**src/pkg/ssd_defs.vh**
```
`ifndef SSD_DEFS_VH
`define SSD_DEFS_VH

// Control code fields.
`define SSD_CTL_W          3
`define SSD_CTL_LATCH_INV  0
`define SSD_CTL_DATA_INV   1
`define SSD_CTL_EIGHT      2

// Round timing: four latches, three steps each.
`define SSD_STEPS_PER_LE   2'd3
`define SSD_ROUND_CYC      12
`define SSD_LAST_STEP      4'hB
`define SSD_CNT_W          4

// Output word positions.
`define SSD_OUT_W          16
`define SSD_LE4_LSB        4
`define SSD_LE8_LSB        8
`define SSD_RND4_BIT       8
`define SSD_RND8_BIT       12

// Register offsets and interrupt event bits.
`define SSD_ADDR_W         4
`define SSD_REG_CTL        4'h0
`define SSD_REG_SRC0       4'h1
`define SSD_REG_SRC1       4'h2
`define SSD_REG_STAT       4'h3
`define SSD_REG_MASK       4'h4
`define SSD_REG_STATE      4'h5
`define SSD_EVT_W          2
`define SSD_EVT_ROUND      0
`define SSD_EVT_START      1

`endif

```
**src/logic/ssd_scan_driver.v**
```verilog
// Operation
// RQ1 - Digit values go out on four data lines while four latch enables strobe in turn.
// RQ2 - The control code picks four or eight digits and the data and latch polarity.
// RQ3 - Codes 0-3 mean four digits, 4-7 eight; bit 0 inverts latches, bit 1 inverts data.
// RQ4 - Sources are BCD: one word holds four digits, two words hold eight.
// RQ5 - A round over all latches lasts 12 cycles and then restarts at once, forever.
// RQ6 - The one-round flag pulses one cycle in 12 after all latches, on bit 8 or bit 12.
// RQ7 - Four-digit mode drives data on bits 0-3 and latches 0-3 on bits 4-7.
// RQ8 - Eight-digit mode drives first-word digits on bits 0-3 and latches on bits 8-11.
// RQ9 - Eight-digit mode drives second-word digits on bits 4-7 alongside the first.
// RQ10 - Each new round samples the source words afresh and shows them for 12 cycles.
// RQ11 - Each activation begins at latch enable 0 at the start of a round.
// RQ12 - All four or eight digits are always driven whatever the display size.
// RQ13 - Software clears the scan state before first activation.
// RQ14 - No other party touches the scan state while the driver runs.
// RQ15 - Code 4 gives eight digits with polarity matching the output port.
// RQ16 - Each latch takes three cycles: data setup, latch high, latch release, in order.
// RQ17 - The error indication always stays low.
`include "ssd_defs.vh"

module ssd_scan_driver (
	input  wire                     clk,
	input  wire                     rst,
	input  wire                     enable,
	input  wire [`SSD_ADDR_W-1:0]   addr,
	input  wire [15:0]              wdata,
	input  wire                     wr_stb,
	input  wire                     rd_stb,
	output reg  [15:0]              rdata,
	output reg  [`SSD_OUT_W-1:0]    out_word,
	output wire                     error_indication,
	output wire                     irq
);

	reg  [`SSD_CTL_W-1:0]  ctl_r;
	reg  [15:0]            src0_r;
	reg  [15:0]            src1_r;
	reg  [15:0]            shown0_r;
	reg  [15:0]            shown1_r;
	reg  [`SSD_CTL_W-1:0]  act_ctl_r;
	reg                    run_r;
	reg  [`SSD_OUT_W-1:0]  out_nxt;
	reg  [15:0]            rd_nxt;
	reg  [3:0]             le_vec;
	reg  [3:0]             dig0;
	reg  [3:0]             dig1;
	wire [`SSD_CNT_W-1:0]  step_r;
	wire [`SSD_CNT_W-1:0]  le_full;
	wire [`SSD_CNT_W-1:0]  phase_full;
	wire                   round_end;
	wire                   start;
	wire [1:0]             le_idx;
	wire [1:0]             phase;
	wire [`SSD_EVT_W-1:0]  status_r;
	wire [`SSD_EVT_W-1:0]  mask_r;
	wire [`SSD_EVT_W-1:0]  events;

	assign error_indication = 1'b0; // RQ17
	assign start = enable && !run_r;

	// The scan state is hardware-owned and always reset, so RQ13 and RQ14
	// cannot disturb it; it is only readable for inspection.
	always @(posedge clk) begin
		if (rst)
			run_r <= 1'b0;
		else
			run_r <= enable;
	end

	ssd_step_counter u_step (
		.clk       (clk),
		.rst       (rst),
		.restart   (start),
		.run       (run_r),
		.step_r    (step_r),
		.round_end (round_end)
	);

	assign le_full = step_r / `SSD_STEPS_PER_LE; // RQ16
	assign phase_full = step_r % `SSD_STEPS_PER_LE;
	assign le_idx = le_full[1:0];
	assign phase = phase_full[1:0];

	// Snapshot at round start keeps digits steady across the whole round.
	always @(posedge clk) begin
		if (rst) begin
			shown0_r <= 16'h0000;
			shown1_r <= 16'h0000;
			act_ctl_r <= 3'h0;
		end else if (start || round_end) begin
			shown0_r <= src0_r; // RQ10
			shown1_r <= src1_r; // RQ4
			act_ctl_r <= ctl_r; // RQ2
		end
	end

	// A control write mid-round takes effect at the next round boundary.
	always @(posedge clk) begin
		if (rst) begin
			ctl_r <= 3'h0;
			src0_r <= 16'h0000;
			src1_r <= 16'h0000;
		end else if (wr_stb) begin
			if (addr == `SSD_REG_CTL)
				ctl_r <= wdata[`SSD_CTL_W-1:0];
			if (addr == `SSD_REG_SRC0)
				src0_r <= wdata;
			if (addr == `SSD_REG_SRC1)
				src1_r <= wdata;
		end
	end

	always @* begin
		le_vec = 4'h0;
		if (run_r && phase == 2'd1)
			le_vec[le_idx] = 1'b1; // RQ1
		dig0 = shown0_r[le_idx*4 +: 4];
		dig1 = shown1_r[le_idx*4 +: 4]; // RQ9
		if (act_ctl_r[`SSD_CTL_LATCH_INV])
			le_vec = ~le_vec; // RQ3
		if (act_ctl_r[`SSD_CTL_DATA_INV]) begin
			dig0 = ~dig0; // RQ3
			dig1 = ~dig1;
		end
		out_nxt = {`SSD_OUT_W{1'b0}};
		if (run_r) begin
			if (act_ctl_r[`SSD_CTL_EIGHT]) begin
				out_nxt[3:0] = dig0; // RQ8
				out_nxt[7:4] = dig1; // RQ12
				out_nxt[`SSD_LE8_LSB +: 4] = le_vec;
				out_nxt[`SSD_RND8_BIT] = round_end; // RQ6
			end else begin
				out_nxt[3:0] = dig0; // RQ7
				out_nxt[`SSD_LE4_LSB +: 4] = le_vec;
				out_nxt[`SSD_RND4_BIT] = round_end; // RQ6
			end
		end
	end

	always @(posedge clk) begin
		if (rst)
			out_word <= {`SSD_OUT_W{1'b0}};
		else
			out_word <= out_nxt;
	end

	assign events = {start, round_end};

	ssd_irq u_irq (
		.clk      (clk),
		.rst      (rst),
		.events   (events),
		.clr_wr   (wr_stb && (addr == `SSD_REG_STAT)),
		.mask_wr  (wr_stb && (addr == `SSD_REG_MASK)),
		.wdata    (wdata[`SSD_EVT_W-1:0]),
		.status_r (status_r),
		.mask_r   (mask_r),
		.irq      (irq)
	);

	always @* begin
		case (addr)
			`SSD_REG_CTL:   rd_nxt = {13'h0000, ctl_r};
			`SSD_REG_SRC0:  rd_nxt = src0_r;
			`SSD_REG_SRC1:  rd_nxt = src1_r;
			`SSD_REG_STAT:  rd_nxt = {14'h0000, status_r};
			`SSD_REG_MASK:  rd_nxt = {14'h0000, mask_r};
			`SSD_REG_STATE: rd_nxt = {11'h000, run_r, step_r};
			default:        rd_nxt = 16'h0000;
		endcase
	end

	always @(posedge clk) begin
		if (rst)
			rdata <= 16'h0000;
		else if (rd_stb)
			rdata <= rd_nxt;
		else
			rdata <= 16'h0000;
	end

endmodule // ssd_scan_driver

```
**src/logic/ssd_step_counter.v**
```verilog
`include "ssd_defs.vh"

module ssd_step_counter (
	input  wire                   clk,
	input  wire                   rst,
	input  wire                   restart,
	input  wire                   run,
	output reg  [`SSD_CNT_W-1:0]  step_r,
	output wire                   round_end
);

	reg [`SSD_CNT_W-1:0] step_nxt;

	assign round_end = run && (step_r == `SSD_LAST_STEP);

	always @* begin
		step_nxt = step_r;
		if (restart)
			step_nxt = {`SSD_CNT_W{1'b0}}; // RQ11
		else if (run)
			step_nxt = round_end ? {`SSD_CNT_W{1'b0}} : // RQ5
				step_r + 4'h1;
	end

	always @(posedge clk) begin
		if (rst)
			step_r <= {`SSD_CNT_W{1'b0}};
		else
			step_r <= step_nxt;
	end

endmodule // ssd_step_counter

```
**src/logic/ssd_irq.v**
```verilog
`include "ssd_defs.vh"

module ssd_irq (
	input  wire                   clk,
	input  wire                   rst,
	input  wire [`SSD_EVT_W-1:0]  events,
	input  wire                   clr_wr,
	input  wire                   mask_wr,
	input  wire [`SSD_EVT_W-1:0]  wdata,
	output reg  [`SSD_EVT_W-1:0]  status_r,
	output reg  [`SSD_EVT_W-1:0]  mask_r,
	output wire                   irq
);

	genvar i;

	// A new event beats a write-one-to-clear in the same cycle.
	generate
		for (i = 0; i < `SSD_EVT_W; i = i + 1) begin : g_evt
			always @(posedge clk) begin
				if (rst)
					status_r[i] <= 1'b0;
				else if (events[i])
					status_r[i] <= 1'b1;
				else if (clr_wr && wdata[i])
					status_r[i] <= 1'b0;
			end
		end
	endgenerate

	always @(posedge clk) begin
		if (rst)
			mask_r <= {`SSD_EVT_W{1'b0}};
		else if (mask_wr)
			mask_r <= wdata;
	end

	assign irq = |(status_r & mask_r);

endmodule // ssd_irq

```
**config.mk**
```make
export PLATFORM = sky130hd
export DESIGN_NAME = ssd_scan_driver
export DESIGN_NICKNAME = d
export VERILOG_FILES = /design/src/logic/ssd_scan_driver.v /design/src/logic/ssd_step_counter.v /design/src/logic/ssd_irq.v
export VERILOG_INCLUDE_DIRS = /design/src /design/src/pkg
export SDC_FILE = /design/constraint.sdc
export NUM_CORES = 1
export LEC_CHECK = 0
export BUFFER_PORTS_ARGS = -buffer_cell sky130_fd_sc_hd__buf_4
export CAP_MARGIN = 5
export CORE_MARGIN = 2
export CORE_UTILIZATION = 50
export CTS_CLUSTER_DIAMETER = 100
export DETAILED_ROUTE_END_ITERATION = 10
export GPL_TIMING_DRIVEN = 0
export PLACE_DENSITY = 0.73
export SETUP_SLACK_MARGIN = 0.5
export SLEW_MARGIN = 0
export SYNTH_ARGS = -nofsm -noshare
export SYNTH_HDL_FRONTEND = slang
export SYNTH_SLANG_ARGS = --single-unit
```
**constraint.sdc**
```tcl
create_clock -name clk -period 3 [get_ports clk]
set_input_delay 0.15 -clock clk [delete_from_list [all_inputs] [get_ports clk]]
set_output_delay 0.15 -clock clk [all_outputs]
set_load 0.02 [all_outputs]
```
# After elaboration in Yosys (flattened, before gate mapping)

Index checks and enable logic that the tools add are counted.

Bitwise logic cells: 7
$lt $le $gt $ge: 2
Shifts and indexed selects: 2
Equal/unequal tests: 7
Div/mod/pow operators: 2
Muxes and demuxes: 13
Add/sub/neg operators: 1
Reduce and logical (&&, ||, !) cells: 21

Operators by type and width:

| cell                                                                 | number |
|---|---|
| 16-bit case mux with 6 select lines                                  | 1 |
| 16-bit by 5-bit indexed part select with 4-bit output                | 2 |
| 4-bit two-way mux                                                    | 5 |
| 4-bit inverter                                                       | 3 |
| 9-bit two-way mux                                                    | 1 |
| 4-bit by 2-bit == test with 1-bit output, second input constant      | 2 |
| 4-bit by 3-bit == test with 1-bit output, second input constant      | 2 |
| 1-bit logical AND                                                    | 8 |
| 2-bit OR reduction                                                   | 4 |
| 2-bit AND reduction                                                  | 3 |
| 1-bit two-way mux                                                    | 5 |
| 4-bit by 1-bit adder with 4-bit output, second input constant        | 1 |
| 4-bit by 2-bit divider with 4-bit output, second input constant      | 1 |
| 4-bit by 1-bit == test with 1-bit output, second input constant      | 1 |
| 4-bit == test, second input constant                                 | 1 |
| 4-bit zero test                                                      | 1 |
| 4-bit by 2-bit modulo with 4-bit output, second input constant       | 1 |
| 2-bit nonzero test                                                   | 2 |
| 2-bit by 3-bit < comparator with 1-bit output, second input constant | 1 |
| 1-bit inverter                                                       | 3 |
| 3-bit OR reduction                                                   | 1 |
| 2-bit AND                                                            | 1 |
| 1-bit demux with 2-bit select                                        | 1 |
| 2-bit by 1-bit == test with 1-bit output, second input constant      | 1 |
| other kinds (3)                                                      | 3 |

Register bits after elaboration: 111
Output and inout port bits: 34
Word-level logic and storage cells: 70
Bits of input ports: 25

# Logic depth before layout (Yosys ltp)

Depth after elaboration: 9
Mapped depth: 14
Depth with buffers taken out: 12

# Cells and area by module

A second synthesis with hierarchy kept.

Cell total of the unflattened synthesis: 551
Area total of the unflattened synthesis: 4,585.6 µm²

Modules (own cells, without submodules):

| module           | times used | sequential area each (µm²) | cells each | area each (µm²) |
|---|---|---|---|---|
| ssd_scan_driver  | 1          | 2,001.9                    | 517        | 4,222.8 |
| ssd_step_counter | 1          | 80.1                       | 19         | 201.4 |
| ssd_irq          | 1          | 80.1                       | 15         | 161.4 |

# Worst setup path before layout

Ideal clock, no wire load.

Kind: register to register
Start: register u_step.step_r[3]
End: register out_word[7]
Path slack: 0.104 ns
Setup time: 0.079 ns
Arrival time: 2.817 ns
Required time: 2.921 ns
Period minus slack after synthesis: 2.896 ns
Cell stages (with the launch flop): 15
Path buffers: 2
Cells stage by stage: dfxtp_1 > and2b_1 > ha_1 > inv_1 > ha_1 > a21boi_1 > buf_2 > xnor2_1 > ha_1 > nor2b_1 > o311a_1 > buf_6 > a22o_1 > or3b_1 > o211ai_1

Cells in the longest elaborated chain, start to end: 9
Elaborated cells on any way between the ends: 16
Classes of those cells: div (2); order compare (2); eq/ne (1); shift (1); mux (6); bitwise (2); reduce/logical (2)

RTL lines:

| element                                                                                                                                                    | line                  | text |
|---|---|---|
| start: declaration                                                                                                                                         | ssd_step_counter.v:8  | `` output reg [`SSD_CNT_W-1:0] step_r, `` |
| start signal: assignment                                                                                                                                   | ssd_step_counter.v:27 | `` step_r <= {`SSD_CNT_W{1'b0}}; `` |
| start signal: assignment                                                                                                                                   | ssd_step_counter.v:29 | `step_r <= step_nxt;` |
| 4-bit by 2-bit divider with 4-bit output (no line)                                                                                                         | -                     |  |
| 2-bit by 3-bit < comparator with 1-bit output (not written as such) / 2-bit by 1-bit greater-or-equal comparator with 1-bit output (equally long branches) | ssd_scan_driver.v:116 | `le_vec[le_idx] = 1'b1;` |
| 1-bit logical AND (not written as such)                                                                                                                    | ssd_scan_driver.v:116 |  |
| 1-bit two-way mux (not written as such)                                                                                                                    | ssd_scan_driver.v:116 |  |
| 1-bit demux with 2-bit select                                                                                                                              | ssd_scan_driver.v:116 |  |
| 4-bit two-way mux                                                                                                                                          | ssd_scan_driver.v:115 | `if (run_r && phase == 2'd1)` |
| 4-bit inverter                                                                                                                                             | ssd_scan_driver.v:120 | `le_vec = ~le_vec;` |
| 4-bit two-way mux                                                                                                                                          | ssd_scan_driver.v:119 | `` if (act_ctl_r[`SSD_CTL_LATCH_INV]) `` |
| 9-bit two-way mux (*)                                                                                                                                      | ssd_scan_driver.v:127 | `` if (act_ctl_r[`SSD_CTL_EIGHT]) begin `` |
| end signal: assignment                                                                                                                                     | ssd_scan_driver.v:142 | `` out_word <= {`SSD_OUT_W{1'b0}}; `` |
| end signal: assignment                                                                                                                                     | ssd_scan_driver.v:144 | `out_word <= out_nxt;` |
| end: declaration                                                                                                                                           | ssd_scan_driver.v:30  | `` output reg [`SSD_OUT_W-1:0] out_word, `` |

Every way passes the cells marked *; elsewhere a longest branch is shown, timed or not.
A chain may end at the register's enable or synchronous reset.

# Worst setup path after layout

Start: register u_step.step_r[3]
End: register out_word[1]

Cells in the longest elaborated chain, start to end: 5

RTL lines:

| element                                                   | line                  | text |
|---|---|---|
| 4-bit by 2-bit divider with 4-bit output (no line) (*)    | -                     |  |
| 16-bit by 5-bit indexed part select with 4-bit output (*) | ssd_scan_driver.v:117 | `dig0 = shown0_r[le_idx*4 +: 4];` |
| 4-bit inverter                                            | ssd_scan_driver.v:122 | `dig0 = ~dig0;` |
| 4-bit two-way mux (*)                                     | ssd_scan_driver.v:121 | `` if (act_ctl_r[`SSD_CTL_DATA_INV]) begin `` |
| 9-bit two-way mux (*)                                     | ssd_scan_driver.v:127 |  |

Marked as above.

==> results_dict.tcl <==
set metrics [dict create \
    status "complete, no violations" \
    comb_power_share_pct 6.3 \
    grt_max_degree 19 \
    viasPerCell 5.50 \
    pwr-share-seq_pct 60.2 \
    final_common_cell "nand2_1" \
    path_class "register to register" \
    synth-seq-cells 108 \
    fin_nets 652 \
    cp-start-kind "register" \
    die_y_um 97.9 \
    ir_worst_vdd_v 0.000285 \
    clk_pin_slew_ns 0.10 \
    async_reset_ff_share_pct 0 \
    htreeDepth 3 \
    crit_required_ns 3.30 \
    coreArea_sq_um 8640 \
    fp.dieW_um 97.9 \
    antenna_found_initial 0 \
    diodes 0 \
    syn_avg_cell_area_sq_um 8.23 \
    cts.sinks 108 \
    fmaxAchievable_mhz 343 \
    skew_ns 0.00812 \
    ys_seq_area_share_pct 49.0 \
    dr.pass1.iters 5 \
    crit_path_end_kind "register" \
    ys_warn_count 0 \
    synth_area_sq_um 4410 \
    drt-total-wl_mm 11.7 \
    grt_use_total_pct 24.1 \
    power.internal_w 0.00180 \
    cp.arrival_ns 3.22 \
    vias 4035 \
    synth.distinct_cells 46 \
    cts_buffers 9 \
    drv_slew 0 \
    start_util_pct 51.1 \
    relSlewSlack_pct 59.2 \
    nFillCells 730 \
    syn_inst 536 \
    drc 0 \
    powerDensity_nw_per_um2 438 \
    period_minus_slack_ns 2.92 \
    p_sw_w 0.000613 \
    gp_congestion 0.916 \
    clkPwrFrac_pct 33.5 \
    tightest_slew_ns 0.610 \
    drive_above_1_share_pct 22.5 \
    io_buffers 51 \
    drtIter0Drc 236 \
    post_drt_wl_per_cell_um 15.9 \
    synth_edf_count 0 \
    clk_latency_ns 0.37 \
    cap_violations 0 \
    gr-total-overflow 0 \
    syn2layout_area_growth_pct 24.9 \
    grt_pass1_wl_mm 18.5 \
    cts_root_buffer "clkbuf_8" \
    clk_path_buf_depth 2 \
    hp-class "input pin to register" \
    hold-worst-slack_ns 0.0303 \
    swShare_pct 25.4 \
    ant_nets 0 \
    layout_common_cells "147 x nand2_1, 104 x dfxtp_1, 73 x buf_4" \
    dp_hpwl_mm 8.29 \
    grt_pass1_vias 3769 \
    cts_tree "yes" \
    ys_dominant_reg_cell "dfxtp_1" \
    num_rows 34 \
    dieArea_sq_um 9590 \
    hold_violations 0 \
    fin_util_pct 63.8 \
    worstPathMaxFanout 4 \
    ctsHoldBuffers 0 \
    p_leak_nw 2.07 \
    final-setup-viol-count 0 \
    pin_count 59 \
    timing.final.crit_share_pct 97.3 \
    grt_setup_unrepaired "true" \
]
-- metrics by stage --
| stage | TNS, ns | setup slack (ns) | total power, W | cells | area, sq um |
|---|---|---|---|---|---|
| finish | 0 | 0.0821 | 0.00242 | 734 | 5510 |
| global route | 0 | 0.00502 | 0.00250 | 734 | 5510 |
| CTS | 0 | 0.139 | 0.00242 | 728 | 5370 |
| detailed placement | -0.702 | -0.129 | 0.00163 | 698 | 4960 |
| global placement | -0.0174 | -0.0174 | 0.00163 | 698 | 4960 |
| floorplan | 0 | 0.230 | 0.00158 | 539 | 4440 |
-- routing by layer --
metal  routed length [um]  GRT usage, %  vias up  share of wire (%)
met4                  131          7.26        0                1.1
met3                  777          5.58       12                6.7
met5                    0             0        -                  0
li1                     -             -     1975                  -
met1                 5300          32.0     1904                 45
met2                 5470          39.3      144                 47
-- critical path: stages (launching register included) --
cell,delay (ns)
dfxtp_4,0.36
and2b_2,0.24
ha_4,0.16
inv_2,0.06
ha_4,0.12
a21boi_4,0.21
buf_6,0.14
xnor2_2,0.07
ha_4,0.19
nor2b_1,0.13
o311a_1,0.32
buf_6,0.14
buf_4,0.14
a221oi_1,0.37
mux2i_1,0.21
-- power by group through the flow --
| stage | Clock [W] | Sequential, W | Combinational [W] |
|---|---|---|---|
| 2_1_floorplan | 0 | 0.00149 | 0.0000907 |
| 3_3_place_gp | 0 | 0.00149 | 0.000143 |
| 3_5_place_dp | 0 | 0.00149 | 0.000145 |
| 4_1_cts | 0.000818 | 0.00145 | 0.000148 |
| 5_1_grt | 0.000877 | 0.00146 | 0.000166 |
| 6_report | 0.000809 | 0.00146 | 0.000151 |
-- repair_timing --
item | CTS | global route
setup endpoints to repair | 12 | 12
gates cloned | 2 | 0
buffers inserted | 13 | 6
pin swaps | 10 | 7
gates resized for setup | 28 | 17
-- registers in the layout, summed over array words and instances (netlist names) --
name / flops
act_ctl_r: 3
ctl_r: 3
out_word: 13
rdata: 16
run_r: 1
shown0_r: 16
shown1_r: 16
src0_r: 16
src1_r: 16
u_irq.mask_r: 2
u_irq.status_r: 2
u_step.step_r: 4
-- logic make-up after synthesis --
logic type                 count (synthesis)  share of synthesized area [%]
AOI/OAI and AO/OA                        114                           15.5
other                                      1                         0.0850
DFF                                      108                           49.0
muxes                                     20                           4.56
and+or+nand+nor                          238                           23.4
adders and majority gates                  5                           1.42
buffers and inverters                     44                           4.79
xor gates and xnor gates                   6                           1.19
-- synth_stat cells (2+ instances only) --
| master | count | area (sq um) |
|---|---|---|
| nand2_1 | 147 | 552 |
| dfxtp_1 | 108 | 2160 |
| a21oi_1 | 71 | 355 |
| nor2_1 | 47 | 176 |
| mux2i_1 | 19 | 190 |
| clkbuf_1 | 16 | 60.1 |
| a22oi_1 | 15 | 113 |
| buf_2 | 15 | 75.1 |
| nand3_1 | 7 | 35.0 |
| nor2b_1 | 7 | 43.8 |
| inv_1 | 6 | 22.5 |
| buf_4 | 5 | 37.5 |
| ha_1 | 5 | 62.6 |
| nor3_1 | 5 | 25.0 |
| a221oi_1 | 4 | 35.0 |
| a22o_1 | 4 | 35.0 |
| a31oi_1 | 4 | 25.0 |
| xnor2_1 | 4 | 35.0 |
| and3_1 | 3 | 18.8 |
| nand2b_1 | 3 | 18.8 |
| nand3b_1 | 3 | 22.5 |
| o21bai_1 | 3 | 22.5 |
| or3b_1 | 3 | 26.3 |
| a2bb2oi_1 | 2 | 17.5 |
| a32oi_1 | 2 | 17.5 |
| and2_1 | 2 | 12.5 |
| nand4_1 | 2 | 12.5 |
| nor3b_1 | 2 | 15.0 |
| o211ai_1 | 2 | 15.0 |
| o21ai_0 | 2 | 10.0 |
| or2_2 | 2 | 12.5 |
| xor2_1 | 2 | 17.5 |
-- final timing paths --
check / start / end / slack (ns) / cells past startpoint
min reg2reg: shown0_r[8] / shown0_r[8] / 0.46 / 2
max: u_step.step_r[3] / out_word[1] / 0.08 / 14
min: wdata[14] / src0_r[14] / 0.03 / 3
max reg2reg: u_step.step_r[3] / out_word[1] / 0.08 / 14
-- area by class of cell --
type                       count  area (sq um)  share of cell area [%]
clock inverter                 6          50.0                   0.908
inverter                       6          22.5                   0.409
sequential                   108          2170                    39.4
multi-input combinational    387          2230                    40.5
tap                          108           135                    2.45
clock buffer                   9           124                    2.25
buffer                        38           204                    3.70
timing repair buffer          72           572                    10.4
Note: power is estimated with default switching activity, not from simulation.
